--- src/sdram_cfg_pkg.sv ---
// Package: configuration word layout, encodings and timing constants
package sdram_cfg_pkg;

  // ----------------------------------------
  // Configuration word layout
  // ----------------------------------------
  localparam int CFG_W        = 13;
  localparam int SPAN_LSB     = 0;
  localparam int SPAN_W       = 3;
  localparam int ORDER_BIT    = 3;
  localparam int LAT_LSB      = 4;
  localparam int LAT_W        = 3;
  localparam int OPMODE_LSB   = 7;
  localparam int OPMODE_W     = 2;
  localparam int WBURST_BIT   = 9;
  localparam logic [CFG_W-1:0] CFG_RESET = 13'h0020;

  // ----------------------------------------
  // Field encodings
  // ----------------------------------------
  localparam logic [2:0] SPAN_1    = 3'h0;
  localparam logic [2:0] SPAN_2    = 3'h1;
  localparam logic [2:0] SPAN_4    = 3'h2;
  localparam logic [2:0] SPAN_8    = 3'h3;
  localparam logic [2:0] SPAN_PAGE = 3'h7;
  localparam logic [2:0] LAT_2     = 3'h2;
  localparam logic [2:0] LAT_3     = 3'h3;
  localparam logic [1:0] OPMODE_NORMAL = 2'h0;

  // ----------------------------------------
  // Geometry (x16 column width) and commands
  // ----------------------------------------
  localparam int COL_W  = 9;
  localparam int ADDR_W = 13;
  localparam logic [COL_W-1:0] COL_ZERO = 9'h000;
  localparam logic [COL_W-1:0] COL_ONE  = 9'h001;
  localparam logic [COL_W-1:0] MASK_1   = 9'h000;
  localparam logic [COL_W-1:0] MASK_2   = 9'h001;
  localparam logic [COL_W-1:0] MASK_4   = 9'h003;
  localparam logic [COL_W-1:0] MASK_8   = 9'h007;
  localparam logic [COL_W-1:0] MASK_PG  = 9'h1FF;
  localparam logic [9:0] LEN_PAGE = 10'h200;

  // {ras_n, cas_n, we_n} with chip select low
  localparam logic [2:0] CMD_NOP    = 3'h7;
  localparam logic [2:0] CMD_READ   = 3'h5;
  localparam logic [2:0] CMD_WRITE  = 3'h4;
  localparam logic [2:0] CMD_STOP   = 3'h6;
  localparam logic [2:0] CMD_CFGLD  = 3'h0;
  localparam logic [1:0] BANK_CFG   = 2'h0;

  // Read data path pipeline depth (longest latency)
  localparam int LAT_PIPE = 3;

endpackage : sdram_cfg_pkg

--- src/burst_addr_gen.sv ---
// Burst column address generator: block select, start offset, ordering
`timescale 1ns/1ps
`default_nettype none
module burst_addr_gen
  import sdram_cfg_pkg::*;
(
  // Burst shape
  input  wire logic [COL_W-1:0] startCol,
  input  wire logic [COL_W-1:0] blockMask,
  input  wire logic             interleave,
  input  wire logic [COL_W-1:0] beatCount,
  // Result
  output logic      [COL_W-1:0] column
);

  logic [COL_W-1:0] offSeq;
  logic [COL_W-1:0] offInt;
  logic [COL_W-1:0] offset;

  always_comb begin
    offSeq = (startCol + beatCount) & blockMask;
    offInt = (startCol ^ beatCount) & blockMask;
    offset = interleave ? offInt : offSeq;
    column = (startCol & ~blockMask) | offset;
  end

endmodule : burst_addr_gen
`default_nettype wire

--- src/sdram_mode_register_config.sv ---
// Configuration word register and burst/latency sequencing of the SDRAM
//
// Function
// - Decode span, order, latency, mode, write-burst fields
// - Word changes only on configuration-load command
// - At most burst-span columns per access
// - Spans 1,2,4,8 both orders; page sequential
// - Full page runs until burst-stop command
// - Burst stays in aligned block, wrapping
// - Block from column bits above span bits
// - Low column bits pick first location
// - Full page wraps within the row
// - Order bit picks sequential or interleaved
// - First read data delayed by latency
// - Drive from edge n+m-1, valid n+m
// - Zero operating-mode bits select normal operation
// - Normal mode applies span to both directions
// - Write-burst bit set makes writes single
// - Span one: addressed column, order ignored
`timescale 1ns/1ps
`default_nettype none
module sdram_mode_register_config
  import sdram_cfg_pkg::*;
(
  // Clock and reset
  input  wire logic              clock,
  input  wire logic              rst_n,
  input  wire logic              clkEn,
  // Command pins (active low strobes), bank and address
  input  wire logic              chipSel_n,
  input  wire logic              rowStrobe_n,
  input  wire logic              colStrobe_n,
  input  wire logic              writeEn_n,
  input  wire logic [1:0]        bankSel,
  input  wire logic [ADDR_W-1:0] addr,
  // Column access to the array
  output logic                   colValid,
  output logic                   colWrite,
  output logic      [COL_W-1:0]  colAddr,
  // Read data timing
  output logic                   dataDrive,
  output logic                   dataValid,
  // Configuration state
  output logic      [CFG_W-1:0]  configWord,
  output logic                   modeNormal
);

  // ----------------------------------------
  // Pin synchronisers
  // ----------------------------------------
  logic [18:0] pinMeta_r;
  logic [18:0] pinSync_r;
  logic [18:0] pinRaw;
  logic        csN;
  logic [2:0]  cmd;
  logic [1:0]  bank;
  logic [ADDR_W-1:0] adr;

  assign pinRaw = {chipSel_n, rowStrobe_n, colStrobe_n, writeEn_n, bankSel, addr};

  always_ff @(posedge clock) begin
    if (!rst_n) begin
      pinMeta_r <= '1;
      pinSync_r <= '1;
    end else if (clkEn) begin
      pinMeta_r <= pinRaw;
      pinSync_r <= pinMeta_r;
    end
  end

  assign csN  = pinSync_r[18];
  assign cmd  = pinSync_r[17:15];
  assign bank = pinSync_r[14:13];
  assign adr  = pinSync_r[12:0];

  // ----------------------------------------
  // Configuration word
  // ----------------------------------------
  logic [CFG_W-1:0] cfg_r;
  logic [CFG_W-1:0] cfg_nxt;
  logic             isLoad;

  // Bank lines other than zero address other mode words, not this one
  assign isLoad = !csN && cmd == CMD_CFGLD && bank == BANK_CFG;

  always_comb begin
    cfg_nxt = cfg_r;
    if (isLoad) begin
      cfg_nxt = adr;
    end
  end

  always_ff @(posedge clock) begin
    if (!rst_n) begin
      cfg_r <= CFG_RESET;
    end else if (clkEn) begin
      cfg_r <= cfg_nxt;
    end
  end

  // ----------------------------------------
  // Field decode
  // ----------------------------------------
  logic [SPAN_W-1:0]   spanF;
  logic                orderF;
  logic [LAT_W-1:0]    latF;
  logic [OPMODE_W-1:0] opF;
  logic                wbF;
  logic [COL_W-1:0]    spanMask;
  logic                spanPage;
  logic [9:0]          spanLen;

  always_comb begin
    spanF  = cfg_r[SPAN_LSB +: SPAN_W];
    orderF = cfg_r[ORDER_BIT];
    latF   = cfg_r[LAT_LSB +: LAT_W];
    opF    = cfg_r[OPMODE_LSB +: OPMODE_W];
    wbF    = cfg_r[WBURST_BIT];
    spanPage = 1'b0;
    case (spanF)
      SPAN_2:    spanMask = MASK_2;
      SPAN_4:    spanMask = MASK_4;
      SPAN_8:    spanMask = MASK_8;
      SPAN_PAGE: begin
        spanMask = MASK_PG;
        spanPage = 1'b1;
      end
      // Reserved codes behave as single access
      default:   spanMask = MASK_1;
    endcase
    spanLen = {1'b0, spanMask} + 10'h001;
  end

  // ----------------------------------------
  // Burst sequencer
  // ----------------------------------------
  typedef enum logic [1:0] {
    IDLE  = 2'b00,
    BURST = 2'b01
  } burst_e;

  burst_e           st_r, st_nxt;
  logic [COL_W-1:0] start_r, start_nxt;
  logic [COL_W-1:0] mask_r, mask_nxt;
  logic [9:0]       beat_r, beat_nxt;
  logic [9:0]       len_r, len_nxt;
  logic             ilv_r, ilv_nxt;
  logic             wr_r, wr_nxt;
  logic             page_r, page_nxt;
  logic             isRead, isWrite, isStop;
  logic [COL_W-1:0] genCol;

  always_comb begin
    isRead  = !csN && cmd == CMD_READ;
    isWrite = !csN && cmd == CMD_WRITE;
    isStop  = !csN && cmd == CMD_STOP;
  end

  burst_addr_gen burst_addr_gen_inst (
    .startCol   (start_nxt),
    .blockMask  (mask_nxt),
    .interleave (ilv_nxt),
    .beatCount  (beat_nxt[COL_W-1:0]),
    .column     (genCol)
  );

  always_comb begin
    st_nxt    = st_r;
    start_nxt = start_r;
    mask_nxt  = mask_r;
    beat_nxt  = beat_r;
    len_nxt   = len_r;
    ilv_nxt   = ilv_r;
    wr_nxt    = wr_r;
    page_nxt  = page_r;
    if (isRead || isWrite) begin
      st_nxt    = BURST;
      start_nxt = adr[COL_W-1:0];
      beat_nxt  = 10'h000;
      wr_nxt    = isWrite;
      // Interleave is meaningless for span one and unsupported for page
      ilv_nxt   = orderF && !spanPage && spanF != SPAN_1;
      if (isWrite && wbF) begin
        mask_nxt = MASK_1;
        len_nxt  = 10'h001;
        page_nxt = 1'b0;
      end else begin
        mask_nxt = spanMask;
        len_nxt  = spanLen;
        page_nxt = spanPage;
      end
    end else if (st_r == BURST) begin
      if (isStop) begin
        st_nxt = IDLE;
      end else if (!page_r && beat_r + 10'h001 >= len_r) begin
        st_nxt = IDLE;
      end else begin
        // Page beat count wraps at the row end, burst continues
        beat_nxt = page_r ? ((beat_r + 10'h001) & {1'b0, MASK_PG}) : beat_r + 10'h001;
      end
    end
  end

  always_ff @(posedge clock) begin
    if (!rst_n) begin
      st_r    <= IDLE;
      start_r <= COL_ZERO;
      mask_r  <= MASK_1;
      beat_r  <= 10'h000;
      len_r   <= 10'h001;
      ilv_r   <= 1'b0;
      wr_r    <= 1'b0;
      page_r  <= 1'b0;
    end else if (clkEn) begin
      st_r    <= st_nxt;
      start_r <= start_nxt;
      mask_r  <= mask_nxt;
      beat_r  <= beat_nxt;
      len_r   <= len_nxt;
      ilv_r   <= ilv_nxt;
      wr_r    <= wr_nxt;
      page_r  <= page_nxt;
    end
  end

  // ----------------------------------------
  // Read latency pipeline
  // ----------------------------------------
  logic [LAT_PIPE-1:0] rdPipe_r, rdPipe_nxt;
  logic                beatRead;
  logic                drvNxt, vldNxt;

  assign beatRead = (st_nxt == BURST) && !wr_nxt;

  always_comb begin
    rdPipe_nxt = {rdPipe_r[LAT_PIPE-2:0], beatRead};
    // Stage k of the next value holds a beat issued k edges earlier
    if (latF == LAT_3) begin
      drvNxt = rdPipe_nxt[2];
      vldNxt = rdPipe_r[LAT_PIPE-1];
    end else begin
      drvNxt = rdPipe_nxt[1];
      vldNxt = rdPipe_nxt[2];
    end
  end

  always_ff @(posedge clock) begin
    if (!rst_n) begin
      rdPipe_r <= '0;
    end else if (clkEn) begin
      rdPipe_r <= rdPipe_nxt;
    end
  end

  // ----------------------------------------
  // Registered outputs
  // ----------------------------------------
  always_ff @(posedge clock) begin
    if (!rst_n) begin
      colValid   <= 1'b0;
      colWrite   <= 1'b0;
      colAddr    <= COL_ZERO;
      dataDrive  <= 1'b0;
      dataValid  <= 1'b0;
      configWord <= CFG_RESET;
      modeNormal <= 1'b1;
    end else if (clkEn) begin
      colValid   <= st_nxt == BURST;
      colWrite   <= (st_nxt == BURST) && wr_nxt;
      colAddr    <= genCol;
      dataDrive  <= drvNxt;
      dataValid  <= vldNxt;
      configWord <= cfg_nxt;
      modeNormal <= cfg_nxt[OPMODE_LSB +: OPMODE_W] == OPMODE_NORMAL;
    end
  end

endmodule : sdram_mode_register_config
`default_nettype wire

--- config.mk ---
export PLATFORM = sky130hd
export DESIGN_NAME = sdram_mode_register_config
export DESIGN_NICKNAME = d
export VERILOG_FILES = /design/src/sdram_cfg_pkg.sv /design/src/burst_addr_gen.sv /design/src/sdram_mode_register_config.sv
export SDC_FILE = /design/constraint.sdc
export NUM_CORES = 1
export LEC_CHECK = 0
export CORE_MARGIN = 3
export CORE_UTILIZATION = 64
export DETAILED_ROUTE_END_ITERATION = 10
export DONT_BUFFER_PORTS = 1
export HOLD_SLACK_MARGIN = 0.06
export PLACE_DENSITY_LB_ADDON = 0.1
export SLEW_MARGIN = 20
export SYNTH_ARGS = -nofsm -noshare
export SYNTH_HDL_FRONTEND = slang
export SYNTH_SLANG_ARGS = --single-unit
--- constraint.sdc ---
create_clock -name clock -period 5.1 [get_ports clock]
set_input_delay 1.02 -clock clock [delete_from_list [all_inputs] [get_ports clock]]
set_output_delay 1.02 -clock clock [all_outputs]
set_load 0.01 [all_outputs]
==> flow_results.org <==
** Worst setup path
- The worst setup path is captured at a register.
- Endpoint arrival time on the critical path :: 5.01 ns
- Along the worst path, the maximum fanout reaches 6.
- STA classifies the critical path startpoint as a register.
- Critical Setup Path Class :: reg -> reg
- Walking the worst path, the cells encountered are and3_1 > and3_1 > and3_1 > nand3_1 > xnor2_1 > ha_1 > nand4_1 > nand2b_2 > o21a_1 > a21boi_4 > buf_4 > xnor2_1 > nor2_1 > ha_1 > and3_1 > o211ai_1 > o221ai_1 > o311ai_2 > nand2_1 > mux2i_1 > a31o_2 > a31oi_1.
- In this design, the stage delay of the slowest critical-path cell is 0.43 ns.
- On the critical path, the stage with the largest delay is an instance of sky130_fd_sc_hd__dfxtp_1.
- Critical path buffers and inverters :: 1
- Counting stages on the worst path, the most repeated cell is sky130_fd_sc_hd__and3_1.
- CP top delay family :: simple AND/OR/NAND/NOR gates
- At the worst endpoint, the required time is 5.41 ns.

** Finish
- The multi-input combinational cells in the finished layout cover a total of 3140 µm².
- In the final layout, the share of cells above drive strength 1 is 7.54%.
- Once layout is done, the placed cells without fillers occupy 5730 µm².
- Number of nets in the layout :: 648
- Across the whole layout, storage elements account for 2160 µm².
- Most common cell after layout, fill and taps aside :: sky130_fd_sc_hd__nand2_1
- Leading cell types in the layout, fill and taps excluded :: sky130_fd_sc_hd__nand2_1 (120), sky130_fd_sc_hd__dfxtp_1 (106), sky130_fd_sc_hd__mux2i_1 (66), sky130_fd_sc_hd__nor2b_1 (31), sky130_fd_sc_hd__nor2_1 (27)
- Ant diodes :: 0
- Filler cells :: 691
- Layout area overhead :: 4.28%

** Synthesis
- For this run, asynchronously set or reset flops after synthesis account for 0%.
- Counting flops and latches in the post-synthesis netlist gives 108.
- A synthesized cell averages 8.83 µm².
- Sequential elements use 39.3% of the synthesized area.
- Count of flip-flops with a built-in enable after synthesis :: 0
- Proportion of netlist area held by the largest area contributor :: 39.3%
- Top cells by area in the synthesized netlist :: sky130_fd_sc_hd__dfxtp_1 (39%), sky130_fd_sc_hd__mux2i_1 (12%), sky130_fd_sc_hd__nand2_1 (8.2%)
- Among all flip-flop cells after synthesis, the most frequent one is sky130_fd_sc_hd__dfxtp_1.
- sky130_fd_sc_hd__dfxtp_1 takes more of the synthesized area than any other cell.
- For this run, the number of Yosys warnings is 0.
- Netlist cell types :: 65
- The cell count after synthesis came out at 623.
- Synth Net Count :: 665
- Cell area after synthesis :: 5500 µm²

** Clock network
- TritonCTS built the clock tree.
- Num CTS Buffers :: 9
- Longest Clk Path Bufs :: 2
- Total clock sinks :: 108
- After clock tree synthesis, the flow added hold-fix buffers numbering 0.
- After clock tree synthesis, the clock-pin slew on the worst setup and hold paths is 0.11 ns.
- Clock tree root driver cell :: sky130_fd_sc_hd__clkbuf_8
- The clock reaches the later pin of the worst-skew pair after 0.38 ns.
- Max H-tree Level :: 3

** Detailed routing
- Count of vias placed by the detailed router :: 4224
- Post-detailed-route via-to-cell ratio :: 5.91
- Total wire length after detailed routing :: 11900 µm
- The detailed router finished its first iteration with 250 violations.
- Drt pass-1 iters :: 5
- Total DRC errors in the routed layout :: 0
- In this run the remaining antenna-violating nets after routing total 0.
- In the final routed layout, each cell accounts on average for 16.7 µm.

** GRT
- Maximum number of pins on one net before global-route repair :: 109
- Number of global-route vias before repair :: 4102
- First-pass GRT wire length :: 20100 µm
- The number of antenna violations at the first check in global routing came to 0.
- The total overflow left after global routing is 0.
- Global routing consumed, over all layers together, 25.2% of the routing resources.

** Timing
- Total count of max-transition violations in the final report :: 0
- Tmin final :: 4.70 ns
- Final-report hold violation count :: 0
- Hold slack final :: 0.452 ns
- Setup repair after global routing missed its margin :: no
- At the pin with the least slew margin, the transition time is 0.745 ns.
- The worst path uses 92.2% of the clock period.
- After routing, the total negative slack on setup checks comes to 0 ns.
- Tightest slew margin relative to the limit :: 49.8%
- Fmax :: 213 MHz
- On the final layout, the worst clock skew is 0.0195 ns.
- Final setup violating endpoints :: 0

** Power
- The worst-case IR drop observed on VDD is 0.238 mV.
- Power Density :: 247 nW/µm²
- Cell leakage power :: 2.49 nW

** Placed design
- In this run the tool buffered the top-level ports with 0 buffer cells.
- Half-perimeter wire length of the detailed placement result :: 8180 µm
- In this run the cell area measured after placement is 5470 µm².
- Final weighted congestion in routability-driven placement :: 0.858

** Die
- 49 I/O pins were placed.
- Die Area :: 9740 µm²
- The initial utilization of the core area, before any placement, comes to 66.3%.
- Placeable Area :: 8300 µm²
- The floorplan step set the die width to 98.7 µm.
- Standard-cell row count :: 33
- Die extent in y :: 98.7 µm

** Status
- Outcome :: complete, no violations

** Hold path
- The tightest min-delay check is of the reg -> reg type.

** Job
- Number of maximum-capacitance violations :: 0
## kinds of logic after synthesis
family                     after synthesis  share of synthesized area (%)
muxes                                   69                           12.7
xor gates and xnor gates                22                           3.50
AOI/OAI and AO/OA                      111                           14.7
buffers and inverters                   52                           4.46
adders and majority gates               21                           4.73
and+or+nand+nor                        240                           20.6
DFF                                    108                           39.3
## final timing paths
check / start / end / slack [ns] / cells past startpoint
setup / recovery: beat_r[0] / colAddr[7] / 0.40 / 22
hold / removal: len_r[0] / len_r[0] / 0.45 / 2
setup reg to reg: beat_r[0] / colAddr[7] / 0.40 / 22
hold reg to reg: len_r[0] / len_r[0] / 0.45 / 2
## where the power goes
group          total (W)  switching [W]  internal [W]
registers       0.000874      0.0000134      0.000860
logic          0.0000423      0.0000150     0.0000273
clock network   0.000500       0.000313      0.000187
## final cells by class
cell class	instances	share of cell area (%)
Tap cell	105	2.29
Inverter	14	0.916
Sequential cell	108	37.7
Clock inverter	6	1.00
Multi-Input combinational cell	464	54.7
Timing Repair Buffer	9	1.18
Clock buffer	9	2.16
## worst min-delay path: cells and delay by family, from the launching register on
kind             cells  cell delay (ns)
flip-flops           1             0.33
AND/OR/NAND/NOR      2             0.09
## metrics by stage
step	total power (W)	cells	setup WS, ns	utilization (%)
global route	0.00147	715	0.0258	69.1
finish	0.00142	715	0.398	69.1
CTS	0.00143	709	0.270	68.1
detailed placement	0.000936	694	0.322	65.9
global placement	0.000934	694	0.457	65.9
floorplan	0.000948	623	0.727	-
## synth_stat cells, types with 3 or more instances
cell	n
sky130_fd_sc_hd__nand2_1	120
sky130_fd_sc_hd__dfxtp_1	108
sky130_fd_sc_hd__mux2i_1	66
sky130_fd_sc_hd__nor2b_1	31
sky130_fd_sc_hd__clkbuf_1	27
sky130_fd_sc_hd__nor2_1	27
sky130_fd_sc_hd__a21oi_1	23
sky130_fd_sc_hd__a21boi_0	22
sky130_fd_sc_hd__ha_1	20
sky130_fd_sc_hd__xor2_1	18
sky130_fd_sc_hd__o21ai_0	16
sky130_fd_sc_hd__nor3_1	14
sky130_fd_sc_hd__inv_1	13
sky130_fd_sc_hd__nand3_1	13
sky130_fd_sc_hd__and3_1	12
sky130_fd_sc_hd__a21o_1	5
sky130_fd_sc_hd__o211a_1	5
sky130_fd_sc_hd__o211ai_1	5
sky130_fd_sc_hd__o21a_1	5
sky130_fd_sc_hd__buf_2	4
sky130_fd_sc_hd__nand4_1	4
sky130_fd_sc_hd__xnor2_1	4
sky130_fd_sc_hd__a31oi_1	3
sky130_fd_sc_hd__and2_1	3
sky130_fd_sc_hd__clkbuf_8	3
sky130_fd_sc_hd__nor3b_1	3
## state kept, by name, indices dropped and copies added, names as in the netlist
register    count
pinSync_r      19
start_r         9
ilv_r           1
colWrite        1
beat_r         10
rdPipe_r        3
st_r            2
dataValid       1
mask_r          9
pinMeta_r      19
dataDrive       1
wr_r            1
len_r           8
modeNormal      1
configWord     13
colAddr         9
colValid        1
## routing by layer
metal  up-vias  track usage, %  wire (µm)
li1       2123               -          -
met1      1977            33.4       5380
met2       102            41.0       5570
met3        22            5.59        754
met4         0            8.19        240
met5         -               0          0
## repair_timing
action / 4_1_cts / 5_1_grt
setup endpoints to repair: 0 / 7
buffers inserted: 0 / 5
gates resized for setup: 0 / 5
(Power assumes the default switching activity.)
